File: src/hbus_pkg.sv
/*
 * package for the host-side controller of an SRAM-like Ethernet host port:
 * pin group and host command structs, timing figures and derived cycle counts.
 * assumes a single 100 MHz clock in the controller.
 */
package hbus_pkg;
	// ------------------------------------------------------------
	// clock and timing
	// ------------------------------------------------------------
	localparam int CLK_MHZ        = 100;
	localparam int T_ASSERT_NS    = 32;
	localparam int T_DEASSERT_NS  = 13;
	localparam int T_CYCLE_NS     = 45;
	localparam int T_DATA_VALID_NS = 30;
	localparam int T_RST_PULSE_US = 200;
	localparam int T_CFG_SETUP_NS = 200;
	localparam int T_CFG_HOLD_NS  = 10;
	localparam int T_OUT_DRIVE_NS = 16;
	// least times round up
	localparam int ASSERT_CYC   = (T_ASSERT_NS * CLK_MHZ + 999) / 1000;
	localparam int DEASSERT_CYC = (T_DEASSERT_NS * CLK_MHZ + 999) / 1000;
	localparam int CYCLE_CYC    = (T_CYCLE_NS * CLK_MHZ + 999) / 1000;
	localparam int DVALID_CYC   = (T_DATA_VALID_NS * CLK_MHZ + 999) / 1000;
	localparam int RST_CYC      = T_RST_PULSE_US * CLK_MHZ;
	localparam int CFG_SU_CYC   = (T_CFG_SETUP_NS * CLK_MHZ + 999) / 1000;
	localparam int CFG_HOLD_CYC = (T_CFG_HOLD_NS * CLK_MHZ + 999) / 1000;
	localparam int DRIVE_CYC    = (T_OUT_DRIVE_NS * CLK_MHZ + 999) / 1000;

	localparam int ADDR_W  = 8;
	localparam int DATA_W  = 32;
	localparam int HALF_W  = 16;
	localparam int FIFO_W  = 32;
	localparam int FIFO_D  = 16;
	localparam int CNT_W   = 16;
	localparam int RST_CNT_W = 20;

	// ------------------------------------------------------------
	// pin group toward the device
	// ------------------------------------------------------------
	typedef struct packed {
		logic              chip_select_low;
		logic              read_strobe_low;
		logic              write_strobe_low;
		logic              fifo_sel;
		logic [ADDR_W-1:0] addr;
		logic              reset_in_low;
	} pins_t;

	// host command from user logic
	typedef struct packed {
		logic              is_write;
		logic              wide;     // 1: 32-bit, 0: 16-bit
		logic              direct;   // drives fifo select
		logic              burst;    // keep strobes low to next read
		logic [ADDR_W-1:0] addr;
		logic [DATA_W-1:0] wdata;
	} cmd_t;
endpackage

File: src/hbus_fifo.sv
/*
 * synchronous fifo with valid/ready on both sides.
 * assumes one clock and an already synchronised reset.
 */
`timescale 1ns/1ns
module hbus_fifo #(
	parameter int WIDTH = 32,
	parameter int DEPTH = 16
) (
	input  wire logic             clk_in,     // clock
	input  wire logic             rst_n_in,   // synchronised reset
	input  wire logic             in_valid_in, // write request
	output logic                  in_ready_out, // not full
	input  wire logic [WIDTH-1:0] in_data_in, // write word
	output logic                  out_valid_out, // not empty
	input  wire logic             out_ready_in, // read accept
	output logic      [WIDTH-1:0] out_data_out // head word
);
	localparam int AW = $clog2(DEPTH);
	initial begin
		if (DEPTH < 2 || (1 << AW) != DEPTH) $error("depth must be power of two");
	end
	typedef struct packed {
		logic [AW-1:0] wp;
		logic [AW-1:0] rp;
		logic [AW:0]   cnt;
	} st_t;
	st_t s_q, s_d;
	logic [WIDTH-1:0] mem [DEPTH];
	logic push, pop;

	// ------------------------------------------------------------
	// pointers
	// ------------------------------------------------------------
	assign in_ready_out  = (s_q.cnt != (AW+1)'(DEPTH));
	assign out_valid_out = (s_q.cnt != '0);
	assign out_data_out  = mem[s_q.rp];
	assign push = in_valid_in && in_ready_out;
	assign pop  = out_valid_out && out_ready_in;

	always_comb begin
		s_d = s_q;
		if (push) s_d.wp = s_q.wp + 1'b1;
		if (pop)  s_d.rp = s_q.rp + 1'b1;
		s_d.cnt = s_q.cnt + {{AW{1'b0}}, push} - {{AW{1'b0}}, pop};
	end
	// storage has no reset: contents are don't-care until written
	always_ff @(posedge clk_in) begin
		if (push) mem[s_q.wp] <= in_data_in;
	end
	always_ff @(posedge clk_in or negedge rst_n_in) begin
		if (!rst_n_in) s_q <= '0;
		else s_q <= s_d;
	end
endmodule // hbus_fifo

File: src/hbus_host.sv
/*
 * host controller driving the device's SRAM-like port: single and direct
 * fifo reads (with open-ended bursts), single writes, 16/32-bit widths and
 * the device reset sequence. read data is queued in a 16-word fifo.
 * assumes the device data pins are returned on dq_in; all pins async.
 */
`timescale 1ns/1ns
module hbus_host #(
	parameter int RST_CYCLES = hbus_pkg::RST_CYC
) (
	input  wire logic                        mclk_in,      // 100 MHz clock
	input  wire logic                        arst_n_in,    // async reset
	input  wire logic                        cmd_valid_in, // command request
	output logic                             cmd_ready_out, // command taken
	input  wire hbus_pkg::cmd_t              cmd_in,       // command fields
	output logic                             rd_valid_out, // read word ready
	input  wire logic                        rd_ready_in,  // read word taken
	output logic [hbus_pkg::DATA_W-1:0]      rd_data_out,  // read word
	output logic                             ready_out,    // device out of reset
	output hbus_pkg::pins_t                  pins_out,     // control pins
	input  wire logic [hbus_pkg::DATA_W-1:0] dq_in,        // data pins in
	output logic [hbus_pkg::DATA_W-1:0]      dq_out,       // data pins out
	output logic [1:0]                       dq_oe_n_out   // low half, high half enable
);
	initial begin
		// the reset counter must hold the whole pulse length
		if (RST_CYCLES < 1 || RST_CYCLES >= (1 << hbus_pkg::RST_CNT_W))
			$error("reset count out of range");
	end
	typedef enum logic [5:0] {
		S_RST  = 6'h01,
		S_WAKE = 6'h02,
		S_IDLE = 6'h04,
		S_ACT  = 6'h08,
		S_GAP  = 6'h10,
		S_HOLD = 6'h20
	} state_t;
	typedef struct packed {
		state_t                       st;
		logic [hbus_pkg::RST_CNT_W-1:0] rcnt;
		logic [hbus_pkg::CNT_W-1:0]   cnt;
		logic [hbus_pkg::CNT_W-1:0]   cyc;
		hbus_pkg::cmd_t               cmd;
		hbus_pkg::pins_t              pins;
		logic [1:0]                   oe_n;
		logic [hbus_pkg::DATA_W-1:0]  dq;
		logic                         ready;
	} st_t;
	st_t s_q, s_d;
	logic rs1_q, rs2_q;
	logic [hbus_pkg::DATA_W-1:0] dq1_q, dq2_q;
	logic push, fifo_rdy;
	logic [hbus_pkg::DATA_W-1:0] push_data;

	// ------------------------------------------------------------
	// reset release and data pin synchronisers
	// ------------------------------------------------------------
	always_ff @(posedge mclk_in or negedge arst_n_in) begin
		if (!arst_n_in) begin
			rs1_q <= 1'b0;
			rs2_q <= 1'b0;
			dq1_q <= '0;
			dq2_q <= '0;
		end else begin
			rs1_q <= 1'b1;
			rs2_q <= rs1_q;
			dq1_q <= dq_in;
			dq2_q <= dq1_q;
		end
	end

	// narrow reads keep only the low half
	function automatic logic [hbus_pkg::DATA_W-1:0] shape(input logic wide,
			input logic [hbus_pkg::DATA_W-1:0] d);
		shape = wide ? d : {{hbus_pkg::HALF_W{1'b0}}, d[hbus_pkg::HALF_W-1:0]};
	endfunction

	// ------------------------------------------------------------
	// access sequencer
	// ------------------------------------------------------------
	always_comb begin
		s_d = s_q;
		push = 1'b0;
		push_data = shape(s_q.cmd.wide, dq2_q);
		cmd_ready_out = 1'b0;
		if (s_q.cyc != '0) s_d.cyc = s_q.cyc - 1'b1;
		if (s_q.cnt != '0) s_d.cnt = s_q.cnt - 1'b1;
		unique case (s_q.st)
			S_RST: begin
				s_d.pins.reset_in_low = 1'b0;
				if (s_q.rcnt == '0) begin
					s_d.pins.reset_in_low = 1'b1;
					s_d.cnt = hbus_pkg::CNT_W'(hbus_pkg::CFG_HOLD_CYC + hbus_pkg::DRIVE_CYC);
					s_d.st = S_WAKE;
				end else s_d.rcnt = s_q.rcnt - 1'b1;
			end
			S_WAKE: if (s_q.cnt == '0) begin
				s_d.ready = 1'b1;
				s_d.st = S_IDLE;
			end
			S_IDLE, S_HOLD: begin
				// hold keeps strobes low awaiting the next burst read
				if (cmd_valid_in && fifo_rdy && s_q.cyc == '0 &&
						(s_q.st == S_IDLE || (!cmd_in.is_write && cmd_in.direct &&
						cmd_in.burst))) begin
					cmd_ready_out = 1'b1;
					s_d.cmd = cmd_in;
					s_d.pins.addr = cmd_in.addr;
					s_d.pins.fifo_sel = cmd_in.direct;
					s_d.pins.chip_select_low = 1'b0;
					s_d.pins.read_strobe_low = cmd_in.is_write;
					s_d.pins.write_strobe_low = !cmd_in.is_write;
					s_d.dq = cmd_in.wdata;
					s_d.oe_n = cmd_in.is_write ? {!cmd_in.wide, 1'b0} : 2'b11;
					s_d.cnt = hbus_pkg::CNT_W'(hbus_pkg::ASSERT_CYC);
					s_d.cyc = hbus_pkg::CNT_W'(hbus_pkg::CYCLE_CYC);
					s_d.st = S_ACT;
				end else if (s_q.st == S_HOLD) begin
					// anything but a continuing burst read ends the burst: a queued
					// write or single read is served from idle after the gap
					s_d.pins.chip_select_low = 1'b1;
					s_d.pins.read_strobe_low = 1'b1;
					s_d.cnt = hbus_pkg::CNT_W'(hbus_pkg::DEASSERT_CYC);
					s_d.st = S_GAP;
				end
			end
			S_ACT: if (s_q.cnt == '0) begin
				if (!s_q.cmd.is_write) begin
					push = 1'b1;
				end
				if (!s_q.cmd.is_write && s_q.cmd.direct && s_q.cmd.burst) begin
					s_d.st = S_HOLD;
				end else begin
					s_d.pins.chip_select_low = 1'b1;
					s_d.pins.read_strobe_low = 1'b1;
					s_d.pins.write_strobe_low = 1'b1;
					s_d.oe_n = 2'b11;
					s_d.cnt = hbus_pkg::CNT_W'(hbus_pkg::DEASSERT_CYC);
					s_d.st = S_GAP;
				end
			end
			S_GAP: if (s_q.cnt == '0) s_d.st = S_IDLE;
			default: s_d.st = S_RST;
		endcase
	end

	always_ff @(posedge mclk_in or negedge rs2_q) begin
		if (!rs2_q) begin
			s_q <= '{st: S_RST, rcnt: hbus_pkg::RST_CNT_W'(RST_CYCLES),
				cnt: '0, cyc: '0, cmd: '0,
				pins: '{chip_select_low: 1'b1, read_strobe_low: 1'b1,
				write_strobe_low: 1'b1, fifo_sel: 1'b0, addr: '0, reset_in_low: 1'b0},
				oe_n: 2'b11, dq: '0, ready: 1'b0};
		end else s_q <= s_d;
	end

	assign pins_out = s_q.pins;
	assign dq_out = s_q.dq;
	assign dq_oe_n_out = s_q.oe_n;
	assign ready_out = s_q.ready;

	// ------------------------------------------------------------
	// read data queue
	// ------------------------------------------------------------
	hbus_fifo #(.WIDTH(hbus_pkg::FIFO_W), .DEPTH(hbus_pkg::FIFO_D)) u_fifo (
		.clk_in(mclk_in),
		.rst_n_in(rs2_q),
		.in_valid_in(push),
		.in_ready_out(fifo_rdy),
		.in_data_in(push_data),
		.out_valid_out(rd_valid_out),
		.out_ready_in(rd_ready_in),
		.out_data_out(rd_data_out)
	);

	// ------------------------------------------------------------
	// checks
	// ------------------------------------------------------------
	AST_ASSERT_MIN: assert property (@(posedge mclk_in) disable iff (!rs2_q)
		$fell(s_q.pins.chip_select_low) |-> !s_q.pins.chip_select_low [*4])
		else $error("strobe assertion too short");
	AST_GAP_MIN: assert property (@(posedge mclk_in) disable iff (!rs2_q)
		$rose(s_q.pins.chip_select_low) |-> s_q.pins.chip_select_low [*2])
		else $error("strobe gap too short");
	AST_NARROW_WR: assert property (@(posedge mclk_in) disable iff (!rs2_q)
		(!s_q.pins.write_strobe_low && !s_q.cmd.wide) |-> s_q.oe_n == 2'b10)
		else $error("upper half driven on narrow write");
	AST_READ_NODRV: assert property (@(posedge mclk_in) disable iff (!rs2_q)
		!s_q.pins.read_strobe_low |-> s_q.oe_n == 2'b11)
		else $error("host drives bus during read");
	AST_ONE_STROBE: assert property (@(posedge mclk_in) disable iff (!rs2_q)
		!(!s_q.pins.read_strobe_low && !s_q.pins.write_strobe_low))
		else $error("both strobes low");
	AST_PUSH_ONE: assert property (@(posedge mclk_in) disable iff (!rs2_q)
		push |=> !push)
		else $error("two words from one cycle");
	AST_SEL_STABLE: assert property (@(posedge mclk_in) disable iff (!rs2_q)
		(s_q.st == S_ACT && $past(s_q.st) == S_ACT) |-> $stable(s_q.pins.fifo_sel))
		else $error("select moved mid cycle");
	AST_RST_HELD: assert property (@(posedge mclk_in) disable iff (!rs2_q)
		(s_q.st == S_RST) |-> !s_q.pins.reset_in_low)
		else $error("device reset released early");

	// ------------------------------------------------------------
	// checks on bursts, data and the read queue
	// ------------------------------------------------------------
	// a burst that is not continued must close at once
	AST_BURST_END: assert property (@(posedge mclk_in) disable iff (!rs2_q)
		(s_q.st == S_HOLD && !cmd_ready_out) |=> s_q.pins.chip_select_low)
		else $error("burst left open");
	// address may only move between accesses or at a burst step
	AST_ADDR_STABLE: assert property (@(posedge mclk_in) disable iff (!rs2_q)
		(s_q.st == S_ACT && $past(s_q.st) == S_ACT) |-> $stable(s_q.pins.addr))
		else $error("address moved mid cycle");
	// write data must stand for the whole strobe
	AST_WR_DATA: assert property (@(posedge mclk_in) disable iff (!rs2_q)
		(!s_q.pins.write_strobe_low && !$past(s_q.pins.write_strobe_low))
		|-> $stable(s_q.dq))
		else $error("write data moved mid cycle");
	// ready only once the device pin is released
	AST_READY_RST: assert property (@(posedge mclk_in) disable iff (!rs2_q)
		ready_out |-> s_q.pins.reset_in_low)
		else $error("ready while device held in reset");
	// a word must never be pushed into a full queue
	AST_NO_OVERFLOW: assert property (@(posedge mclk_in) disable iff (!rs2_q)
		push |-> fifo_rdy)
		else $error("read word pushed into full queue");
	// narrow reads carry nothing in the upper half
	AST_RD_SHAPE: assert property (@(posedge mclk_in) disable iff (!rs2_q)
		(push && !s_q.cmd.wide) |-> push_data[hbus_pkg::DATA_W-1:hbus_pkg::HALF_W] == '0)
		else $error("upper half kept on narrow read");
endmodule // hbus_host

File: config.mk
export PLATFORM = sky130hd
export DESIGN_NAME = hbus_host
export DESIGN_NICKNAME = d
export VERILOG_FILES = /design/src/hbus_pkg.sv /design/src/hbus_fifo.sv /design/src/hbus_host.sv
export SDC_FILE = /design/constraint.sdc
export NUM_CORES = 1
export LEC_CHECK = 0
export ABC_CLOCK_PERIOD_IN_PS = 5100
export BUFFER_PORTS_ARGS = -buffer_cell sky130_fd_sc_hd__buf_2
export CAP_MARGIN = 0
export CORE_UTILIZATION = 60
export DETAILED_ROUTE_END_ITERATION = 6
export PLACE_DENSITY = 0.79
export SYNTH_ARGS = -nofsm -noshare
export SYNTH_HDL_FRONTEND = slang
export SYNTH_SLANG_ARGS = --single-unit
File: constraint.sdc
create_clock -name mclk_in -period 5.1 [get_ports mclk_in]
set_input_delay 0.765 -clock mclk_in [delete_from_list [all_inputs] [get_ports mclk_in]]
set_output_delay 0.765 -clock mclk_in [all_outputs]
set_load 0.005 [all_outputs]
# --- After elaboration in Yosys (flattened, before gate mapping) ---
# Memories as Yosys holds them, arrays and structs flattened.
# Index checks and enable logic that the tools add are counted.
# W data, S select, Z words.
totals:
  register_bits: 188
  latch_bits: 0
  mem_bits_rw: 512
  rom_bits: 0
  inputBits: 80
  out_inout_bits: 82
  wordCells: 110
  mem_count: 1
op_classes:
  addsub: 7
  mul: 0
  div: 0
  magnitude_cmp: 0
  n_eq_ne: 13
  shift: 0
  mux: 37
  bitwise_logic: 1
  reduce_logical: 28
mem_list:
  columns: ["memory", "words", "width", "read_ports", "rd_ports_with_merged_regs", "wr", "line", "text"]
  rows:
  - ["u_fifo.mem", 16, 32, 1, 0, 1, "hbus_fifo.sv:29", "logic [WIDTH-1:0] mem [DEPTH];"]
ops:
  columns: ["operator", "n"]
  rows:
  - ["$mux W60", 2]
  - ["$mux W16", 7]
  - ["$pmux W16 S3", 1]
  - ["$mux W6", 6]
  - ["$mux W34", 1]
  - ["$logic_not A16 Y1", 2]
  - ["$mux W32", 1]
  - ["$reduce_bool A16 Y1", 2]
  - ["$sub A16 B1 Y16 const B", 2]
  - ["$pmux W6 S4", 1]
  - ["$logic_not A20 Y1", 1]
  - ["$sub A20 B1 Y20 const B", 1]
  - ["$reduce_and A4 Y1", 3]
  - ["$mux W10", 1]
  - ["$mux W2", 5]
  - ["$logic_and A1 B1 Y1", 9]
  - ["$add A4 B1 Y4 const B", 2]
  - ["$mux W1", 8]
  - ["$ne A2 B2 Y1 const B", 4]
  - ["$eq A6 B1 Y1 const B", 1]
  - ["$eq A6 B2 Y1 const B", 1]
  - ["$eq A6 B3 Y1 const B", 1]
  - ["$eq A6 B4 Y1 const B", 1]
  - ["$eq A6 B5 Y1 const B", 1]
  - ["other kinds (16)", 22]

# --- Longest topological paths before layout ---
# Gate-level depths: netlist (run 1).
logic_depth:
  word_depth: 7
  mapped_depth: 15
  mapped_depth_nobuf: 14

# --- By module ---
# A second synthesis (run 1) with hierarchy kept.
unflattened:
  hier_cells: 1663
  area_unflattened_um2: 27547.7
by_module_without_submodules:
  columns: ["mod", "n_inst", "cells_per_inst", "area_per_inst_um2", "seq_area_each_um2"]
  rows:
  - ["hbus_fifo", 1, 1008, 20403.3, 15700.1]
  - ["hbus_host", 1, 655, 7144.4, 4366.7]

# --- Least setup slack after synthesis (run 1) ---
# No wires, ideal clock.
synth_timing:
  path_kind: "flip-flop to flip-flop"
  from: "reg u_fifo.s_q[3] (netlist bit)"
  to: "reg u_fifo.s_q[4] (netlist bit)"
  setup_time_ns: 0.125
  arrival_ns: 2.794
  t_required_ns: 4.975
  slack_ns: 2.180
  path_stages_with_launch: 16
  n_path_buf: 1
  synth_period_minus_slack_ns: 2.920
  path_cell_list: "dfrtp_1 -> inv_1 -> ha_1 -> or4b_2 -> and2_1 -> clkbuf_1 -> ha_1 -> inv_1 -> ha_1 -> inv_1 -> fa_1 -> inv_1 -> a21oi_1 -> nor2_1 -> nor2_1 -> xnor2_1"
synth_lines:
  columns: ["element", "line", "text"]
  rows:
  - ["from (decl)", "hbus_fifo.sv:28", "st_t s_q, s_d;"]
  - ["from (signal assigned)", "hbus_fifo.sv:52", "if (!rst_n_in) s_q <= '0;"]
  - ["from (signal assigned)", "hbus_fifo.sv:53", "else s_q <= s_d;"]

# --- Worst setup path in the final report (run 1) ---
layout_timing:
  from: "reg u_fifo.s_q[5] (netlist bit)"
  to: "out rd_data_out[6] (netlist bit)"
layout_between:
  elab_chain_len: 1
layout_lines:
  columns: ["element", "line", "text"]
  rows:
  - ["$mem_v2 Z16 W32", null, null]
  - ["to (decl)", "hbus_host.sv:18", "output logic [hbus_pkg::DATA_W-1:0] rd_data_out,"]
# Every way passes these cells.

==> impl_metrics.ini, run 1 <==
[outcome]
status = finished, final reports clean

[floorplan]
rows = 77
ios = 162
die_w_microns = 214
start_util_pct = 61.0
die_y_microns = 214
core_sq_um = 44300
dieArea_sq_um = 45900

[power_and_ir_drop]
p_total_mw = 13.5
ir_drop_mv = 0.420
p_comb_share_pct = 14.9
seqPwrFrac_pct = 47.7
clock_power_share_pct = 37.4
leakage_nw = 10.4
p_switching_mw = 3.31
p_sw_share_pct = 24.6
p_int_mw = 10.2
p_per_area_nw_per_um2 = 441

[worst_setup_path]
crit_start = u_fifo.s_q[5]$_DFFE_PN0P_
start_kind = flip-flop
cp-end-kind = output pin
reg2reg_setup_slack_ns = 1.50
worst-endpoint-arrival_ns = 3.18
crit_path_end = rd_data_out[6]
path_cells = buf_12 > mux4_2 > mux4_2 > buf_2
r2r_end = u_fifo.mem[4][13]$_DFFE_PP_
crit_type = flip-flop to output pin
crit_required_ns = 4.34
reg2reg_from = s_q[114]$_DFF_PN0_
crit_top_cell = mux4_2
max_stage_delay_ns = 0.89
rr_worst_depth = 6
crit_slowest_cell = dfrtp_4
crit_fanout = 37

[clocking]
cts_root_buf = clkbuf_16
clock-sinks = 699
cts_tree = built
clock_latency_ns = 0.61
cts_resized = 0
ctsHoldBuffers = 0
path_clk_slew_ns = 0.06
h-tree-depth = 3
numCtsBuffers = 69
post_cts.repair.setup_buffers = 0
clock_path_buffers = 3

[synth]
synth_enable_flop_cells = 512
synth_ff_type = edfxtp_1
synth_top_area_share_pct = 56.9
syn_nets = 1428
ys_ff_latch = 699
synth_cell_types = 67
synth_warnings = 0
avgSynthCellArea_sq_um = 20.3
seq_area_frac_synth_pct = 74.3
netlist_instances = 1333
synthTopCellsByArea = edfxtp_1, dfrtp_1, mux4_2
synth_top_cell_by_area = edfxtp_1
netlist_area_sq_um = 27000
async_flop_share_pct = 26.8

[sta]
slew_viol_final = 0
finClkSkew_ns = 0.0312
fin_crit_ns = 3.94
worstMarginPinSlew_ns = 0.965
setup_viol = 0
timing.slew.headroom_pct = 35.6
fin_ws_ns = 1.16
fin_tns_setup_ns = 0
finalHoldViolations = 0
period_share_pct = 77.3
timing.fmax_ghz = 0.254
whs_ns = 0.266
rsz0062_at_grt = no

[route]
drt-pass1-iter-count = 5
met1_length_mm = 21.8
vias = 13400
top_layer_used = met4
drt-vias-per-instance = 6.24
wl_per_cell_microns = 27.2
routed_wl_mm = 58.4
drtIter0Drc = 1356
wl_met3_mm = 4.52
antenna_left = 0
route.met2.wl_mm = 30.4
route.detailed.drc = 0

[place]
preCtsSetupSlack_ns = 1.54
numPortBuffers = 161
place_congestion = 0.825
hpwl_mm = 31.7
place_inst = 2023
postPlaceCellArea_sq_um = 28300

[run]
max_cap_violations = 0

[finish]
final_common_cell = edfxtp_1
antenna_cells = 0
final_area_sq_um = 30500
final_cell_count_no_fill = 2150
area_delta_synth_final_pct = 13.1
final_cell_mix = edfxtp_1, dfrtp_1, mux4_2, buf_2, clkbuf_16
drive_gt1_share_pct = 34.1
post-route-util_pct = 68.9
finalNetCount = 1597

[grt]
grt_antenna_before_repair = 0
grt_pass1_vias = 14100
grt_usage_pct = 26.4
grt.overflow.total = 0
grt_max_degree = 67
grt_pass1_wl_mm = 88.3

[worst_hold_path]
hold_path_class = primary input to flip-flop
[kinds of logic (layout without fill, tap and decap cells)]
group                      Yosys count  after routing  synth area share, %
muxes                              206            206                 15.3
AOI/OAI and AO/OA                   50             50                 1.25
buffers and inverters              123            348                 2.55
and+or+nand+nor                    185            185                 4.18
other                                1              1               0.0139
adders and majority gates           15             15                0.723
DFF                                699            699                 74.3
xor gates and xnor gates            54             54                 1.75
[synthesized netlist by cell type, drive strengths merged (15+ instances only)]
library cell  count
nand2            18
nor3             21
xor2             35
buf              72
clkbuf           27
nor4             19
dfrtp           177
mux2             45
inv              23
xnor2            19
mux4            160
nor2             38
edfxtp          512
o21ai            15
and2             34
[power groups by stage]
stage,Clock [mW],Combinational (mW),Sequential (mW)
floorplan,0,1.63,6.31
global placement,0,2.00,6.54
detailed placement,0,2.03,6.56
CTS,5.11,2.04,6.44
global route,5.31,2.14,6.46
finish,5.04,2.01,6.43
[per-layer routing]
layer | global-route usage, % | vias up
met4 | 8.90 | 0
met2 | 44.5 | 692
li1 | - | 5580
met5 | 0 | -
met3 | 5.46 | 120
met1 | 34.8 | 7018
[layout make-up]
class,count,area [sq um]
clock buffer,93,1910
clock inverter,34,319
fill,2712,13800
inverter,24,90.1
multi-input combinational,511,6280
sequential,699,20100
tap,592,741
timing repair buffer,197,1130
[state kept, by name, indices dropped and copies added, names as in the netlist]
| signal | flops |
|---|---|
| u_fifo.mem | 512 |
| s_q | 61 |
| dq1_q | 32 |
| dq2_q | 32 |
| dq_out | 32 |
| u_fifo.s_q | 13 |
| pins_out | 12 |
| dq_oe_n_out | 2 |
| ready_out | 1 |
| rs1_q | 1 |
| rs2_q | 1 |
[worst max-delay path: cells and delay by family, from the launching register on]
kind | cells | cell delay [ns]
multiplexers | 2 | 1.10
flip-flops | 1 | 0.89
buffers and inverters | 2 | 0.55
[how the worst min path moves through the flow]
stage	startpoint	endpoint	depth (start not counted)
global route	dq_in[21]	dq1_q[21]$_DFF_PN0_	1
CTS	dq_in[19]	dq1_q[19]$_DFF_PN0_	1
global placement	dq1_q[4]$_DFF_PN0_	dq2_q[4]$_DFF_PN0_	0
finish	dq_in[4]	dq1_q[4]$_DFF_PN0_	1
floorplan	dq1_q[0]$_DFF_PN0_	dq2_q[0]$_DFF_PN0_	0
detailed placement	dq1_q[14]$_DFF_PN0_	dq2_q[14]$_DFF_PN0_	0
Power figures use the tool's default switching activity.
==> inputs of run 2 (changes only) <==
--- a/config.mk
+++ b/config.mk
@@ -5,12 +5,12 @@
 export SDC_FILE = /design/constraint.sdc
 export NUM_CORES = 1
 export LEC_CHECK = 0
-export ABC_CLOCK_PERIOD_IN_PS = 5100
+export ABC_CLOCK_PERIOD_IN_PS = 3270
 export BUFFER_PORTS_ARGS = -buffer_cell sky130_fd_sc_hd__buf_2
 export CAP_MARGIN = 0
-export CORE_UTILIZATION = 60
+export CORE_UTILIZATION = 55
 export DETAILED_ROUTE_END_ITERATION = 6
-export PLACE_DENSITY = 0.79
+export PLACE_DENSITY = 0.76
 export SYNTH_ARGS = -nofsm -noshare
 export SYNTH_HDL_FRONTEND = slang
 export SYNTH_SLANG_ARGS = --single-unit
==> constraint.sdc (replaced) <==
create_clock -name mclk_in -period 3.27 [get_ports mclk_in]
set_input_delay 0.4905 -clock mclk_in [delete_from_list [all_inputs] [get_ports mclk_in]]
set_output_delay 0.4905 -clock mclk_in [all_outputs]
set_load 0.005 [all_outputs]
==> impl_metrics.ini, run 2 (same netlist as run 1, synthesis figures left out) <==
[outcome]
status = finished, final reports clean

[run]
max_cap_violations = 0

[route]
drt-pass1-iter-count = 5
vias = 13400
route.detailed.drc = 0
routed_wl_mm = 58.1
drtIter0Drc = 1075
drt-vias-per-instance = 6.02
wl_per_cell_microns = 26.1
antenna_left = 0

[worst_setup_path]
worst-endpoint-arrival_ns = 2.71
crit_fanout = 18
crit_top_cell = mux4_2
path_cells = buf_4 > buf_16 > mux4_2 > mux4_2 > buf_2
crit_type = flip-flop to output pin
path_delay_family = multiplexers
max_stage_delay_ns = 0.57
start_kind = flip-flop
cp-end-kind = output pin
crit_required_ns = 2.78
critPathBufInv = 3
crit_slowest_cell = mux4_2

[grt]
grt_antenna_before_repair = 1
grt.overflow.total = 0
grt_max_degree = 84
grt_usage_pct = 23.6
grt_pass1_wl_mm = 86.0
grt_pass1_vias = 14100

[floorplan]
start_util_pct = 56.2
dieArea_sq_um = 50000
ios = 162
die_y_microns = 224
die_w_microns = 224
core_sq_um = 48000
rows = 80

[finish]
largest_register = u_fifo.mem
finalNetCount = 1652
area_delta_synth_final_pct = 16.7
post-route-util_pct = 65.6
final_common_cell = edfxtp_1
top_regs = u_fifo.mem x512, s_q x61
final_cell_mix = edfxtp_1, dfrtp_1, mux4_2
fill_cells = 3088
drive_gt1_share_pct = 34.6
largest_reg_flops = 512

[sta]
fin_crit_ns = 3.20
period_share_pct = 97.8
slew_viol_final = 0
timing.fmax_ghz = 0.313
setup_viol = 0
fin_tns_setup_ns = 0
worstMarginPinSlew_ns = 1.06
finalHoldViolations = 0
timing.slew.headroom_pct = 29.3
finClkSkew_ns = 0.0269

[clocking]
clock-sinks = 699
clock_path_buffers = 3
clock_latency_ns = 0.61
numCtsBuffers = 71
h-tree-depth = 3
cts_tree = built
cts_root_buf = clkbuf_16
path_clk_slew_ns = 0.07

[power_and_ir_drop]
ir_drop_mv = 0.547
leakage_nw = 10.8
p_per_area_nw_per_um2 = 679

[worst_hold_path]
hold_path_class = primary input to flip-flop

[place]
place_congestion = 0.804
numPortBuffers = 161
hpwl_mm = 28.8
==> run 2: cell types whose count changed in the layout (fill, tap and decap cells not counted), moves of 2 or more <==
cell and change:
buf_12 +28, buf_4 -11, clkbuf_16 +3, clkinv_1 -5
clkinv_4 +4, clkinvlp_4 -2, dlygate4sd3_1 +33
==> run 2: metal layers <==
layer / vias to the layer above / track usage (%) / part of all wire, %
li1: 5695 / - / -
met1: 7009 / 30.8 / 39
met2: 572 / 40.0 / 52
met3: 125 / 4.66 / 6.4
met4: 0 / 8.26 / 3.0
met5: - / 0 / 0
==> run 2: path summary, 6_finish.rpt <==
check	cells past startpoint	end	slack, ns	start
worst max-delay path	5	rd_data_out[29]	0.07	u_fifo.s_q[5]$_DFFE_PN0P_
worst min-delay path	2	dq_oe_n_out[0]$_DFFE_PN1P_	0.09	cmd_in[43]
worst max register to register	14	u_fifo.s_q[4]$_DFF_PN0_	0.23	u_fifo.s_q[2]$_DFF_PN0_
worst min register to register	0	dq2_q[23]$_DFF_PN0_	0.33	dq1_q[23]$_DFF_PN0_
max in group asynchronous	1	dq_out[25]$_DFFE_PN0P_	1.83	rs2_q$_DFF_PN0_
min in group asynchronous	2	dq1_q[2]$_DFF_PN0_	0.47	arst_n_in
==> run 2: stage by stage <==
step | power (mW) | setup WS (ns) | instance area (sq um) | hold slack [ns] | cells
after global routing | 22.1 | -0.0229 | 31500 | 0.0846 | 2227
after floorplan | 12.4 | 0.350 | 27000 | 0.195 | 1333
after CTS | 21.5 | -0.0913 | 31400 | 0.0597 | 2215
after detailed placement | 13.5 | 0.230 | 28700 | 0.335 | 2051
after global placement | 13.4 | 0.357 | 28700 | 0.332 | 2051
final | 21.4 | 0.0730 | 31500 | 0.0939 | 2227
==> run 2: worst register-to-register path, cell delays in order (launching register included) <==
cell and delay, ns:
dfrtp_1 0.38, inv_1 0.09, ha_1 0.18, or4b_2 0.60
and2_1 0.26, ha_1 0.32, inv_1 0.06, ha_1 0.17
inv_1 0.07, fa_1 0.43, inv_1 0.07, a21oi_1 0.06
nor2_1 0.08, nor2_1 0.06, xnor2_1 0.12
==> run 2: what timing repair did <==
action / 4_1_cts / 5_1_grt
endpoints found under the hold margin: 68 / 0
endpoints found under the setup margin: 31 / 8
gates cloned: 0 / 2
gates resized for setup: 2 / 1
pin swaps: 2 / 1
hold buffers: 33 / 0
buffers inserted: 4 / 9
==> run 2: area by class of cell <==
cell class              instances  area (sq um)  area share [%]
flip-flops and latches        699         20100            63.7
clock inverters                32           340            1.08
repair buffers                250          2020            6.41
inverters                      24          90.1           0.286
diodes                          1          2.50         0.00794
clock buffers                  95          1940            6.15
multi-input cells             511          6280            19.9
well taps                     615           769            2.44
==> run 2: power breakdown <==
group,leakage [nW],switching [mW],total [mW],internal [mW]
combinational,3.28,1.61,3.60,1.99
clock,1.11,3.35,7.95,4.60
sequential,6.36,0.261,9.85,9.59
total,10.8,5.22,21.4,16.2
